$ cat config.mk
export PLATFORM = sky130hd
export DESIGN_NAME = wcm_chan_mgr
export DESIGN_NICKNAME = d
export VERILOG_FILES = /design/src/pkg/wcm_pkg.sv /design/src/design/wcm_chan_mgr.sv /design/src/design/wcm_mem.sv
export SDC_FILE = /design/constraint.sdc
export NUM_CORES = 2
export LEC_CHECK = 0
export CAP_MARGIN = 15
export CORE_MARGIN = 2
export CORE_UTILIZATION = 50
export DETAILED_ROUTE_END_ITERATION = 7
export DONT_BUFFER_PORTS = 1
export GPL_TIMING_DRIVEN = 0
export PLACE_DENSITY = 0.7
export SYNTH_ARGS = -nofsm -noshare
export SYNTH_HDL_FRONTEND = slang
export SYNTH_SLANG_ARGS = --single-unit
export TNS_END_PERCENT = 1
$ cat constraint.sdc
create_clock -name clk -period 8.3 [get_ports clk]
set_clock_uncertainty 0.2 [all_clocks]
set_input_delay 1.245 -clock clk [delete_from_list [all_inputs] [get_ports clk]]
set_output_delay 1.245 -clock clk [all_outputs]
set_load 0.005 [all_outputs]
$ cat src/pkg/wcm_pkg.sv
// Purpose: Shared constants and types of the wireless channel manager.
// Assumes: 50 MHz system clock; a zero identity field means wildcard.
// Notes: Long cycle counts are only defaults here; the top module exposes them as parameters.
package wcm_pkg;

  // Channel count and payload geometry.
  localparam int NUM_CHAN = 8;
  localparam int CH_W = 3;
  localparam int PAYLOAD_BYTES = 8;
  localparam int PAYLOAD_BITS = PAYLOAD_BYTES * 8;
  localparam int KEY_W = 64;

  // Radio band: 78 frequencies, 1 MHz apart, 1 Mbps on air.
  localparam int FREQ_COUNT = 78;
  localparam int FREQ_W = 7;
  localparam int RF_BASE_MHZ = 2400;
  localparam int RF_SPACING_MHZ = 1;
  localparam longint CLK_HZ = 50_000_000;
  localparam longint AIR_BPS = 1_000_000;
  localparam longint BIT_CYC = CLK_HZ / AIR_BPS;
  localparam int OVH_BITS = 64;
  localparam int PKT_BITS = PAYLOAD_BITS + OVH_BITS;
  localparam longint AIR_CYC_DEF = PKT_BITS * BIT_CYC;

  // Shared payload budget of 20 kbps sets the least spacing between slots.
  localparam longint BW_BPS = 20_000;
  localparam longint GAP_CYC_DEF = PAYLOAD_BITS * CLK_HZ / BW_BPS;

  // Channel period counted in 1/32768 s ticks, 5.2 ms to 2 s.
  localparam longint TICK_HZ = 32768;
  localparam int TICK_CYC = int'(CLK_HZ / TICK_HZ);
  localparam int TICK_W = 11;
  localparam longint PERIOD_MIN_US = 5200;
  localparam longint PERIOD_MAX_US = 2_000_000;
  localparam longint US_PER_S = 1_000_000;
  localparam int PER_W = 17;
  localparam logic [PER_W-1:0] PERIOD_MIN_TICKS = PER_W'((PERIOD_MIN_US * TICK_HZ + US_PER_S - 1) / US_PER_S);
  localparam logic [PER_W-1:0] PERIOD_MAX_TICKS = PER_W'(PERIOD_MAX_US * TICK_HZ / US_PER_S);
  localparam logic [PER_W-1:0] PERIOD_DEF_TICKS = 17'h02000;
  localparam int CNT_W = 18;

  // Identity wildcard values and the key of the open network.
  localparam logic [7:0] WILD_BYTE = 8'h00;
  localparam logic [15:0] WILD_NUM = 16'h0000;
  localparam logic [KEY_W-1:0] PUBLIC_KEY = 64'h0000_0000_0000_0000;
  localparam logic [FREQ_W-1:0] FREQ_DEF = 7'h00;

  typedef enum logic [1:0] {ROLE_SLV_BIDIR = 2'h0, ROLE_MST_BIDIR = 2'h1, ROLE_SLV_SHARED = 2'h2,
                            ROLE_SLV_RXONLY = 2'h3} wcm_role_e;
  typedef enum logic [1:0] {NET_PUBLIC = 2'h0, NET_MANAGED = 2'h1, NET_PRIVATE = 2'h2} wcm_net_e;
  typedef enum logic [1:0] {KIND_BCAST = 2'h0, KIND_ACKED = 2'h1, KIND_BURST = 2'h2} wcm_kind_e;
  typedef enum logic [2:0] {OP_CFG = 3'h0, OP_OPEN = 3'h1, OP_CLOSE = 3'h2, OP_DATA = 3'h3,
                            OP_READ_ID = 3'h4} wcm_op_e;
  typedef enum logic [1:0] {RSP_OK = 2'h0, RSP_ERR_WILD = 2'h1, RSP_ERR_STATE = 2'h2,
                            RSP_ERR_RANGE = 2'h3} wcm_rsp_e;
  typedef enum logic [2:0] {EVT_TX_DONE = 3'h0, EVT_RX_DATA = 3'h1, EVT_ACK_OK = 3'h2,
                            EVT_ACK_FAIL = 3'h3, EVT_LINKED = 3'h4} wcm_evt_e;
  typedef enum logic [2:0] {ST_IDLE = 3'h0, ST_HOST = 3'h1, ST_FETCH = 3'h2, ST_TX = 3'h3,
                            ST_LISTEN = 3'h4, ST_GAP = 3'h5} wcm_state_e;

  typedef struct packed {
    logic [7:0] tx_type;
    logic [7:0] dev_type;
    logic [15:0] dev_num;
  } wcm_id_s;

  typedef struct packed {
    wcm_role_e role;
    wcm_net_e net;
    logic [FREQ_W-1:0] freq;
    logic [PER_W-1:0] period;
    wcm_id_s id;
  } wcm_cfg_s;

  typedef struct packed {
    wcm_op_e op;
    logic [CH_W-1:0] chan;
    wcm_cfg_s cfg;
    wcm_kind_e kind;
    logic [PAYLOAD_BITS-1:0] payload;
  } wcm_cmd_s;

  typedef struct packed {
    logic [CH_W-1:0] chan;
    wcm_rsp_e code;
    wcm_id_s id;
  } wcm_rsp_s;

  typedef struct packed {
    logic [CH_W-1:0] chan;
    wcm_evt_e code;
    logic [PAYLOAD_BITS-1:0] payload;
  } wcm_evt_s;

  typedef struct packed {
    logic is_master;
    wcm_kind_e kind;
    logic [FREQ_W-1:0] freq;
    logic [KEY_W-1:0] key;
    wcm_id_s id;
    logic [PAYLOAD_BITS-1:0] payload;
  } wcm_pkt_s;

  // Every channel leaves reset as a slave on the public network.
  localparam wcm_cfg_s CFG_RESET = '{role: ROLE_SLV_BIDIR, net: NET_PUBLIC, freq: FREQ_DEF,
                                     period: PERIOD_DEF_TICKS, id: '0};

endpackage : wcm_pkg

$ cat src/design/wcm_chan_mgr.sv
// Purpose: Eight-channel slot scheduler with host command port and radio packet port.
// Assumes: Host holds cmd stable until cmd_ready; radio consumes tx_pkt while tx_valid is high.
// Notes: Slots are served one at a time, lowest channel first, with a bandwidth gap after each.
`timescale 1ns/1ps
// Operation
// RULE1: Up to eight independent logical channels are held and scheduled.
// RULE2: Each open channel gets a slot every period, 5.2 ms to 2 s.
// RULE3: Master transmits first in each slot; slave listens, aligns, then may reply.
// RULE4: Each slot moves 8 payload bytes as broadcast, acknowledged or burst.
// RULE5: Slots share a 20 kbps payload budget through enforced spacing.
// RULE6: Master without fresh host data resends its previous packet.
// RULE7: Each channel uses one of 78 radio frequencies.
// RULE8: Role is bidirectional slave, master, shared slave or receive-only slave.
// RULE9: Identity is transmission type, device type and 16-bit device number.
// RULE10: Packets carry identity; frequency, network and roles must match to link.
// RULE11: Network key of public, managed or private network gates linking.
// RULE12: After reset every channel sits on the public network.
// RULE13: Network selection is stored separately for every channel.
// RULE14: Role and settings are stored separately for every channel.
// RULE15: An open master sends its complete identity.
// RULE16: Host sets all identity fields before opening a master.
// RULE17: Host sets all identity fields to pin a slave to one master.
// RULE18: Slave treats zero identity fields as wildcards when matching.
// RULE19: Slave stores the learned identity fields for host read-back.
// RULE20: Air rate is 1 Mbps with 1 MHz channel spacing.
// RULE21: Opening a master with a wildcard identity is refused with an error.
module wcm_chan_mgr #(
  parameter int AIR_CYC = int'(wcm_pkg::AIR_CYC_DEF),
  parameter int GAP_CYC = int'(wcm_pkg::GAP_CYC_DEF),
  parameter int LISTEN_CYC = 2 * int'(wcm_pkg::AIR_CYC_DEF)
) (
  // Clock and reset.
  input wire logic clk,
  input wire logic sys_rst,
  // Host command and response.
  input wire logic cmd_valid,
  input wire wcm_pkg::wcm_cmd_s cmd,
  output logic cmd_ready,
  output logic rsp_valid,
  output wcm_pkg::wcm_rsp_s rsp,
  // Channel events.
  output logic evt_valid,
  output wcm_pkg::wcm_evt_s evt,
  // Network keys.
  input wire logic [wcm_pkg::KEY_W-1:0] key_managed,
  input wire logic [wcm_pkg::KEY_W-1:0] key_private,
  // Radio packet port.
  output logic tx_valid,
  output wcm_pkg::wcm_pkt_s tx_pkt,
  output logic rx_on,
  output logic [wcm_pkg::FREQ_W-1:0] rx_freq,
  input wire logic rx_valid,
  input wire wcm_pkg::wcm_pkt_s rx_pkt,
  // Channel status.
  output logic [wcm_pkg::NUM_CHAN-1:0] chan_open,
  output logic [wcm_pkg::NUM_CHAN-1:0] chan_linked
);
  import wcm_pkg::*;

  // Key for a network selection.
  function automatic logic [KEY_W-1:0] key_of(input wcm_net_e net, input logic [KEY_W-1:0] km,
                                               input logic [KEY_W-1:0] kp);
    case (net)
      NET_MANAGED: key_of = km;
      NET_PRIVATE: key_of = kp;
      default: key_of = PUBLIC_KEY;
    endcase
  endfunction : key_of

  // True when any identity field is a wildcard.
  function automatic logic id_wild(input wcm_id_s id);
    id_wild = (id.tx_type == WILD_BYTE) || (id.dev_type == WILD_BYTE) || (id.dev_num == WILD_NUM);
  endfunction : id_wild

  // Wildcard-aware identity comparison.
  function automatic logic id_match(input wcm_id_s want, input wcm_id_s got);
    id_match = ((want.tx_type == WILD_BYTE) || (want.tx_type == got.tx_type)) &&
               ((want.dev_type == WILD_BYTE) || (want.dev_type == got.dev_type)) &&
               ((want.dev_num == WILD_NUM) || (want.dev_num == got.dev_num));
  endfunction : id_match

  wcm_state_e state_ff, nxt_state;
  logic [CNT_W-1:0] cnt_ff, nxt_cnt;
  logic [CH_W-1:0] cur_ch_ff, nxt_cur_ch;
  wcm_cfg_s cur_cfg_ff, nxt_cur_cfg;
  wcm_op_e hop_ff, nxt_hop;
  logic reply_ff, nxt_reply;
  logic [NUM_CHAN-1:0] open_ff, nxt_open, linked_ff, nxt_linked, fresh_ff, nxt_fresh, due_ff, nxt_due;
  wcm_kind_e kind_ff [NUM_CHAN];
  wcm_kind_e nxt_kind [NUM_CHAN];
  logic [PER_W-1:0] period_ff [NUM_CHAN];
  logic [PER_W-1:0] nxt_period [NUM_CHAN];
  logic cmd_ready_ff, nxt_cmd_ready, rsp_valid_ff, nxt_rsp_valid, evt_valid_ff, nxt_evt_valid;
  logic tx_valid_ff, nxt_tx_valid, rx_on_ff, nxt_rx_on;
  wcm_rsp_s rsp_ff, nxt_rsp;
  wcm_evt_s evt_ff, nxt_evt;
  wcm_pkt_s tx_pkt_ff, nxt_tx_pkt;
  logic [NUM_CHAN-1:0] realign;
  logic cfg_we, pay_we;
  logic [CH_W-1:0] mem_waddr, mem_raddr;
  wcm_cfg_s cfg_wdata, cfg_q;
  logic [PAYLOAD_BITS-1:0] pay_wdata, pay_q;
  logic [TICK_W-1:0] tick_ff, nxt_tick;
  logic tick;
  logic [PER_W-1:0] timer_ff [NUM_CHAN];
  logic [PER_W-1:0] nxt_timer [NUM_CHAN];
  logic [NUM_CHAN-1:0] hit;
  logic [KEY_W-1:0] cur_key;
  logic rx_ok;

  // Per-channel configuration store, reset to the public network.
  wcm_mem #(.DW($bits(wcm_cfg_s)), .INIT(CFG_RESET)) u_cfg_mem ( // RULE12 RULE13 RULE14
    .clk(clk), .sys_rst(sys_rst), .we(cfg_we), .waddr(mem_waddr), .wdata(cfg_wdata),
    .raddr(mem_raddr), .rdata(cfg_q)
  );

  // Per-channel last payload; it stays until the host replaces it.
  wcm_mem #(.DW(PAYLOAD_BITS), .INIT('0)) u_pay_mem ( // RULE6
    .clk(clk), .sys_rst(sys_rst), .we(pay_we), .waddr(mem_waddr), .wdata(pay_wdata),
    .raddr(mem_raddr), .rdata(pay_q)
  );

  // Period timers advance on the 32768 Hz tick; a hit marks the channel due.
  assign tick = (tick_ff == TICK_W'(TICK_CYC - 1));
  always_comb begin
    nxt_tick = tick ? '0 : tick_ff + 1'b1;
    for (int i = 0; i < NUM_CHAN; i++) begin
      nxt_timer[i] = timer_ff[i];
      hit[i] = 1'b0;
      if (!open_ff[i]) begin
        nxt_timer[i] = '0;
      end else if (realign[i]) begin
        nxt_timer[i] = period_ff[i] - 1'b1; // RULE3
      end else if (tick) begin
        if (timer_ff[i] == '0) begin
          hit[i] = 1'b1; // RULE2
          nxt_timer[i] = period_ff[i] - 1'b1;
        end else begin
          nxt_timer[i] = timer_ff[i] - 1'b1;
        end
      end
    end
  end

  always_ff @(posedge clk) begin
    tick_ff <= sys_rst ? '0 : nxt_tick;
    for (int i = 0; i < NUM_CHAN; i++) begin
      timer_ff[i] <= sys_rst ? '0 : nxt_timer[i];
    end
  end

  // Receive qualification for the channel in its slot.
  assign cur_key = key_of(cur_cfg_ff.net, key_managed, key_private);
  assign rx_ok = rx_valid && (rx_pkt.freq == cur_cfg_ff.freq) && (rx_pkt.key == cur_key) && // RULE10 RULE11
                 ((cur_cfg_ff.role == ROLE_MST_BIDIR) ? (!rx_pkt.is_master && rx_pkt.id == cur_cfg_ff.id)
                                                      : (rx_pkt.is_master && id_match(cur_cfg_ff.id, rx_pkt.id))); // RULE18

  // Slot sequencer, host command handling and per-channel flags.
  always_comb begin
    nxt_state = state_ff;
    nxt_cnt = cnt_ff + 1'b1;
    nxt_cur_ch = cur_ch_ff;
    nxt_cur_cfg = cur_cfg_ff;
    nxt_hop = hop_ff;
    nxt_reply = reply_ff;
    nxt_open = open_ff;
    nxt_linked = linked_ff;
    nxt_fresh = fresh_ff;
    nxt_due = due_ff | hit;
    nxt_kind = kind_ff;
    nxt_period = period_ff;
    nxt_rsp_valid = 1'b0;
    nxt_rsp = rsp_ff;
    nxt_evt_valid = 1'b0;
    nxt_evt = evt_ff;
    nxt_tx_valid = tx_valid_ff;
    nxt_tx_pkt = tx_pkt_ff;
    nxt_rx_on = rx_on_ff;
    realign = '0;
    cfg_we = 1'b0;
    pay_we = 1'b0;
    mem_waddr = cur_ch_ff;
    mem_raddr = cur_ch_ff;
    cfg_wdata = cmd.cfg;
    pay_wdata = cmd.payload;
    case (state_ff)
      ST_IDLE: begin
        nxt_cnt = '0;
        if (cmd_valid && cmd_ready_ff) begin
          nxt_rsp_valid = 1'b1;
          nxt_rsp = '{chan: cmd.chan, code: RSP_OK, id: '0};
          mem_waddr = cmd.chan;
          mem_raddr = cmd.chan;
          case (cmd.op)
            OP_CFG: begin
              if (open_ff[cmd.chan]) begin
                nxt_rsp.code = RSP_ERR_STATE;
              end else if (cmd.cfg.freq >= FREQ_W'(FREQ_COUNT) || cmd.cfg.period < PERIOD_MIN_TICKS ||
                           cmd.cfg.period > PERIOD_MAX_TICKS) begin
                nxt_rsp.code = RSP_ERR_RANGE; // RULE2 RULE7
              end else begin
                cfg_we = 1'b1; // RULE8 RULE9 RULE13 RULE14
              end
            end
            OP_DATA: begin
              pay_we = 1'b1; // RULE4
              nxt_fresh[cmd.chan] = 1'b1;
              nxt_kind[cmd.chan] = cmd.kind;
            end
            OP_CLOSE: begin
              nxt_open[cmd.chan] = 1'b0;
              nxt_linked[cmd.chan] = 1'b0;
              nxt_due[cmd.chan] = 1'b0;
            end
            default: begin
              nxt_rsp_valid = 1'b0;
              nxt_hop = cmd.op;
              nxt_cur_ch = cmd.chan;
              nxt_state = ST_HOST;
            end
          endcase
        end else if (due_ff != '0) begin
          for (int i = NUM_CHAN - 1; i >= 0; i--) begin
            if (due_ff[i]) begin
              nxt_cur_ch = CH_W'(i); // RULE1 RULE5
            end
          end
          mem_raddr = nxt_cur_ch;
          nxt_due[nxt_cur_ch] = hit[nxt_cur_ch];
          nxt_state = ST_FETCH;
        end
      end
      ST_HOST: begin
        nxt_rsp_valid = 1'b1;
        nxt_rsp = '{chan: cur_ch_ff, code: RSP_OK, id: cfg_q.id}; // RULE19
        if (hop_ff == OP_OPEN) begin
          if (open_ff[cur_ch_ff]) begin
            nxt_rsp.code = RSP_ERR_STATE;
          end else if (cfg_q.role == ROLE_MST_BIDIR && id_wild(cfg_q.id)) begin
            nxt_rsp.code = RSP_ERR_WILD; // RULE21 RULE16
          end else begin
            nxt_open[cur_ch_ff] = 1'b1;
            nxt_period[cur_ch_ff] = cfg_q.period;
          end
        end
        nxt_state = ST_IDLE;
      end
      ST_FETCH: begin
        nxt_cur_cfg = cfg_q;
        nxt_cnt = '0;
        nxt_tx_pkt = '{is_master: 1'b0, kind: KIND_BCAST, freq: cfg_q.freq,
                       key: key_of(cfg_q.net, key_managed, key_private), id: cfg_q.id, payload: pay_q};
        if (cfg_q.role == ROLE_MST_BIDIR) begin
          nxt_tx_pkt.is_master = 1'b1; // RULE3 RULE15
          nxt_tx_pkt.kind = kind_ff[cur_ch_ff];
          nxt_tx_valid = 1'b1; // RULE6
          nxt_state = ST_TX;
        end else begin
          nxt_rx_on = 1'b1;
          nxt_state = ST_LISTEN;
        end
      end
      ST_TX: begin
        if (cnt_ff == CNT_W'(AIR_CYC - 1)) begin
          nxt_cnt = '0;
          nxt_tx_valid = 1'b0; // RULE20
          nxt_evt_valid = 1'b1;
          nxt_evt = '{chan: cur_ch_ff, code: EVT_TX_DONE, payload: tx_pkt_ff.payload};
          nxt_fresh[cur_ch_ff] = 1'b0;
          if (tx_pkt_ff.is_master) begin
            nxt_due[cur_ch_ff] = hit[cur_ch_ff] | (tx_pkt_ff.kind == KIND_BURST && fresh_ff[cur_ch_ff]); // RULE4
            nxt_rx_on = 1'b1;
            nxt_state = ST_LISTEN;
          end else begin
            nxt_state = ST_GAP;
          end
        end
      end
      ST_LISTEN: begin
        if (rx_ok) begin
          nxt_rx_on = 1'b0;
          nxt_cnt = '0;
          nxt_evt_valid = 1'b1;
          nxt_evt = '{chan: cur_ch_ff, code: EVT_RX_DATA, payload: rx_pkt.payload};
          nxt_state = ST_GAP;
          if (cur_cfg_ff.role == ROLE_MST_BIDIR) begin
            if (tx_pkt_ff.kind == KIND_ACKED) begin
              nxt_evt.code = EVT_ACK_OK;
            end
          end else begin
            realign[cur_ch_ff] = 1'b1; // RULE3
            nxt_linked[cur_ch_ff] = 1'b1;
            if (!linked_ff[cur_ch_ff]) begin
              nxt_evt.code = EVT_LINKED;
            end
            nxt_cur_cfg.id = rx_pkt.id;
            cfg_we = id_wild(cur_cfg_ff.id); // RULE19
            cfg_wdata = nxt_cur_cfg;
            nxt_reply = (cur_cfg_ff.role == ROLE_SLV_BIDIR ||
                         (cur_cfg_ff.role == ROLE_SLV_SHARED && rx_pkt.payload[7:0] == rx_pkt.id.dev_num[7:0])) &&
                        (fresh_ff[cur_ch_ff] || rx_pkt.kind == KIND_ACKED); // RULE8
            if (nxt_reply) begin
              nxt_tx_pkt.id = rx_pkt.id;
              nxt_tx_pkt.kind = fresh_ff[cur_ch_ff] ? kind_ff[cur_ch_ff] : KIND_ACKED;
              nxt_tx_valid = 1'b1;
              nxt_state = ST_TX;
            end
          end
        end else if (cnt_ff == CNT_W'(LISTEN_CYC - 1)) begin
          nxt_rx_on = 1'b0;
          nxt_cnt = '0;
          nxt_state = ST_GAP;
          if (cur_cfg_ff.role == ROLE_MST_BIDIR && tx_pkt_ff.kind == KIND_ACKED) begin
            nxt_evt_valid = 1'b1;
            nxt_evt = '{chan: cur_ch_ff, code: EVT_ACK_FAIL, payload: tx_pkt_ff.payload};
          end
        end
      end
      ST_GAP: begin
        if (cnt_ff == CNT_W'(GAP_CYC - 1)) begin
          nxt_state = ST_IDLE; // RULE5
        end
      end
      default: begin
        nxt_state = ST_IDLE;
      end
    endcase
    nxt_cmd_ready = (nxt_state == ST_IDLE) && !(cmd_valid && cmd_ready_ff);
  end

  always_ff @(posedge clk) begin
    state_ff <= sys_rst ? ST_IDLE : nxt_state;
    cnt_ff <= sys_rst ? '0 : nxt_cnt;
    cur_ch_ff <= sys_rst ? '0 : nxt_cur_ch;
    cur_cfg_ff <= sys_rst ? CFG_RESET : nxt_cur_cfg;
    hop_ff <= sys_rst ? OP_CFG : nxt_hop;
    reply_ff <= sys_rst ? 1'b0 : nxt_reply;
    open_ff <= sys_rst ? '0 : nxt_open;
    linked_ff <= sys_rst ? '0 : nxt_linked;
    fresh_ff <= sys_rst ? '0 : nxt_fresh;
    due_ff <= sys_rst ? '0 : nxt_due;
    for (int i = 0; i < NUM_CHAN; i++) begin
      kind_ff[i] <= sys_rst ? KIND_BCAST : nxt_kind[i];
      period_ff[i] <= sys_rst ? PERIOD_DEF_TICKS : nxt_period[i];
    end
    cmd_ready_ff <= sys_rst ? 1'b0 : nxt_cmd_ready;
    rsp_valid_ff <= sys_rst ? 1'b0 : nxt_rsp_valid;
    rsp_ff <= sys_rst ? '0 : nxt_rsp;
    evt_valid_ff <= sys_rst ? 1'b0 : nxt_evt_valid;
    evt_ff <= sys_rst ? '0 : nxt_evt;
    tx_valid_ff <= sys_rst ? 1'b0 : nxt_tx_valid;
    tx_pkt_ff <= sys_rst ? '0 : nxt_tx_pkt;
    rx_on_ff <= sys_rst ? 1'b0 : nxt_rx_on;
  end

  // Outputs straight from flip-flops.
  assign cmd_ready = cmd_ready_ff;
  assign rsp_valid = rsp_valid_ff;
  assign rsp = rsp_ff;
  assign evt_valid = evt_valid_ff;
  assign evt = evt_ff;
  assign tx_valid = tx_valid_ff;
  assign tx_pkt = tx_pkt_ff;
  assign rx_on = rx_on_ff;
  assign rx_freq = cur_cfg_ff.freq;
  assign chan_open = open_ff;
  assign chan_linked = linked_ff;
endmodule : wcm_chan_mgr

$ cat src/design/wcm_mem.sv
// Purpose: Small per-channel word store with a registered read port.
// Assumes: One write and one read per cycle; read data appear one edge after the address.
// Notes: Synchronous reset loads every word with INIT.
`timescale 1ns/1ps
module wcm_mem #(
  parameter int DW = 8,
  parameter logic [DW-1:0] INIT = '0
) (
  // Clock and reset.
  input wire logic clk,
  input wire logic sys_rst,
  // Write port.
  input wire logic we,
  input wire logic [wcm_pkg::CH_W-1:0] waddr,
  input wire logic [DW-1:0] wdata,
  // Read port.
  input wire logic [wcm_pkg::CH_W-1:0] raddr,
  output logic [DW-1:0] rdata
);
  import wcm_pkg::*;

  logic [DW-1:0] mem_ff [NUM_CHAN];
  logic [DW-1:0] nxt_mem [NUM_CHAN];
  logic [DW-1:0] rdata_ff;
  logic [DW-1:0] nxt_rdata;

  // Next contents and the read word.
  always_comb begin
    for (int i = 0; i < NUM_CHAN; i++) begin
      nxt_mem[i] = mem_ff[i];
    end
    if (we) begin
      nxt_mem[waddr] = wdata;
    end
    nxt_rdata = mem_ff[raddr];
  end

  // Registered store; reset brings every word to its default.
  always_ff @(posedge clk) begin
    for (int i = 0; i < NUM_CHAN; i++) begin
      mem_ff[i] <= sys_rst ? INIT : nxt_mem[i];
    end
    rdata_ff <= sys_rst ? INIT : nxt_rdata;
  end

  assign rdata = rdata_ff;

endmodule : wcm_mem

==> metrics.yaml <==
status:
  status: "complete, no violations"
worst_setup_path:
  path_class: "reg2reg"
  cp.required_ps: 8890
  endpoint_kind: "register"
  cp.arrival_ps: 7950
  rr_endpoint: "u_cfg_mem.mem_ff[6][45]"
  rr_startpoint: "cur_cfg_ff[56]"
  critPathLaunch: "cur_cfg_ff[56]"
  crit_end: "u_cfg_mem.mem_ff[6][45]"
  start_kind: "register"
  reg2reg_depth: 17
  reg2reg_slack_ps: 940
  path_max_fanout: 10
yosys:
  synth_area_per_cell_um2: 7.59
  ys_warn_count: 0
  synthAdderAreaFrac: 0.00349
  synth_ff_type: "dfxtp_1"
  ys_seq_area_frac: 0.439
  synth.area.mux_share: 0.0120
  synth.distinct_cells: 80
  synth-seq-cells: 1809
  yosys.area_share.simple: 0.280
  synthXorXnorAreaFrac: 0.0249
  synth_top_family_by_area: "simple AND/OR/NAND/NOR gates"
  syn_nets: 11300
  synth_edf_count: 0
  synth_compound_area_frac: 0.190
  synth_cells: 10900
  async_flop_share: 0
  synthesis.area_mm2: 0.0824
routing:
  wl_per_cell_um: 28.0
  wl_um: 378000
  drt-pass1-iter-count: 7
  vias_per_cell: 6.32
  antenna_left: 0
  drc_errors: 0
  drt_iter0_markers: 11600
  vias: 85100
power:
  max-vdd-ir-drop_mv: 0.269
  p_sw_w: 0.00504
  comb_power_share: 0.077
  power_leakage_nw: 30.4
  pwr-share-clk: 0.466
  sequentialPowerShare: 0.457
  netSwitchingFraction: 0.261
  p_int_w: 0.0142
  p_total_w: 0.0193
  power_density_mw_per_mm2: 208
final_layout:
  drive_gt1_frac: 0.0477
  syn_to_final_growth_pct: 12.1
  fin_nets: 11500
  final_common_cell: "nand2_1"
  fin_util: 0.562
  nFillCells: 15500
  mostFrequentLayoutCells: "2975 x nand2_1, 1809 x dfxtp_1, 1080 x a21oi_1"
sta:
  period_share: 0.887
  finalMaxSlewViolations: 0
  layout_min_cycle_time_ps: 7360
  whs_ps: 228
  rsz0062_at_grt: "false"
  relSlewSlack: 0.0358
  fmax_mhz: 136
  setup_viol: 0
  hold_violations: 0
  worst-slew-pin-transition_ps: 1450
global_route:
  grt.total_usage: 0.429
  grt_max_degree: 17
  antenna_found_initial: 52
  grt_pass1_vias: 77900
  grt_pass1_wl_um: 534000
  overflow: 0
floorplan:
  die_h_um: 410
  pin_count: 739
  start_util: 0.501
  core-area_mm2: 0.164
  die_w_um: 410
  die_area_mm2: 0.168
  std_cell_rows: 149
clocking:
  clock_path_buffers: 3
  holdBufCountCts: 0
  postCtsSetupRepairBufs: 0
  cts_buffers: 190
  cts_resized: 0
  clk_pin_slew_ps: 60
  clkLatencyLatePin_ps: 900
  tritoncts: "built"
  clock_sinks: 1809
  cts_htree_levels: 4
  root_buffer: "clkbuf_16"
place:
  gp_congestion: 1.06
  port-buffer-count: 0
  hpwl_um: 288000
flow_run:
  cap_violations: 0
min_path:
  min_path_type: "reg2reg"
synth_stat cells (all sizes together) (8+ instances only):
cell type | instances | area [um^2]
o41ai | 12 | 105
nand2 | 2975 | 11200
o21ai | 686 | 3440
a22o | 14 | 123
or3 | 48 | 300
or4 | 37 | 282
dfxtp | 1809 | 36200
o21a | 35 | 263
a22oi | 155 | 1170
mux2i | 90 | 901
o32ai | 17 | 156
a311oi | 33 | 289
nor4b | 24 | 210
xnor2 | 107 | 937
nand3b | 496 | 3720
inv | 66 | 248
or2 | 22 | 138
o211ai | 11 | 82.6
and3 | 136 | 851
nor2b | 30 | 188
a221oi | 76 | 666
nor3 | 203 | 1030
a21o | 92 | 691
xor2 | 127 | 1110
ha | 23 | 288
clkbuf | 794 | 3010
and2 | 8 | 50.1
nor2 | 494 | 1850
nand3 | 382 | 1910
nor4 | 98 | 656
a32o | 126 | 1260
buf | 150 | 872
a31oi | 185 | 1160
a211oi | 11 | 82.6
o31ai | 16 | 120
o22ai | 24 | 163
a21oi | 1080 | 5410
nand4 | 57 | 372
nand2b | 30 | 188
kinds of logic after synthesis:
kind of cell    Yosys count
simple gates           5060
compound gates         2630
flops                  1809
buf+inv                1010
xor+xnor                234
mux                      94
fa+ha+maj                23
power by group through the flow:
stage	sequential, W	clock (W)	combinational, W
floorplan	0.00896	0	0.000765
detailed placement	0.00899	0	0.00140
CTS	0.00879	0.00895	0.00141
finish	0.00880	0.00898	0.00149
global route	0.00880	0.00930	0.00152
global placement	0.00899	0	0.00137
state kept, by name, indices dropped and copies added, names as in the netlist, 3 cells and up:
register	count
u_pay_mem.mem_ff	512
u_cfg_mem.mem_ff	480
tx_pkt	170
period_ff	136
timer_ff	136
evt	70
u_pay_mem.rdata	64
u_cfg_mem.rdata	60
cur_cfg_ff	53
rsp	37
cnt_ff	18
kind_ff	16
tick_ff	11
chan_linked	8
chan_open	8
due_ff	8
fresh_ff	8
cur_ch_ff	3
hop_ff	3
state_ff	3
worst max-delay path, stage by stage (launching register included):
cell and delay (ps):
dfxtp_1 640, inv_1 90, ha_1 330, buf_2 190, buf_2 230, clkbuf_1 710, nor3_1 140, nor4_1 500
nand2_1 120, nor3_1 410, nand4_1 780, or2_1 500, clkbuf_2 500, buf_2 450, clkbuf_2 570, nand2_1 260
nand3b_1 300, o21a_1 280
how the worst min path moves through the flow:
stage / start / end / slack, ps / cells past startpoint
after floorplan: u_pay_mem.rdata[0] / tx_pkt[0] / 220 / 2
after global placement: u_pay_mem.rdata[19] / tx_pkt[19] / 220 / 2
after detailed placement: u_pay_mem.rdata[52] / tx_pkt[52] / 230 / 2
after CTS: u_pay_mem.rdata[20] / tx_pkt[20] / 240 / 2
after global routing: u_cfg_mem.rdata[55] / tx_pkt[166] / 250 / 2
final: u_pay_mem.rdata[22] / tx_pkt[22] / 230 / 2
per-layer routing:
layer | track usage | up-vias | share of wire | wire [um]
met5 | 0 | - | 0.00084 | 316
met4 | 0.316 | 34 | 0.084 | 31900
met3 | 0.154 | 1160 | 0.13 | 48800
met2 | 0.629 | 5335 | 0.42 | 157000
met1 | 0.517 | 40600 | 0.37 | 140000
li1 | - | 38000 | - | -
cell type report:
cell class | count | area [um^2] | share of cell area
Clock buffer | 286 | 5660 | 0.0612
Sequential cell | 1809 | 36200 | 0.392
Multi-Input combinational cell | 8041 | 42100 | 0.456
Clock inverter | 62 | 907 | 0.00982
Timing Repair Buffer | 30 | 467 | 0.00505
Buffer | 944 | 3920 | 0.0424
Antenna cell | 43 | 108 | 0.00116
Tap cell | 2189 | 2740 | 0.0296
Inverter | 66 | 248 | 0.00268
per-stage QoR:
step / cells / TNS, ps / setup WS (ps) / area, um^2
6_report: 13500 / 0 / 935 / 92400
5_1_grt: 13500 / 0 / 934 / 92400
4_1_cts: 13400 / 0 / 1310 / 92200
3_5_place_dp: 13100 / 0 / 1320 / 85700
3_3_place_gp: 13000 / -20830 / -495 / 85200
2_1_floorplan: 10900 / 0 / 3920 / 82400
Note: power is estimated with default switching activity, not from simulation.
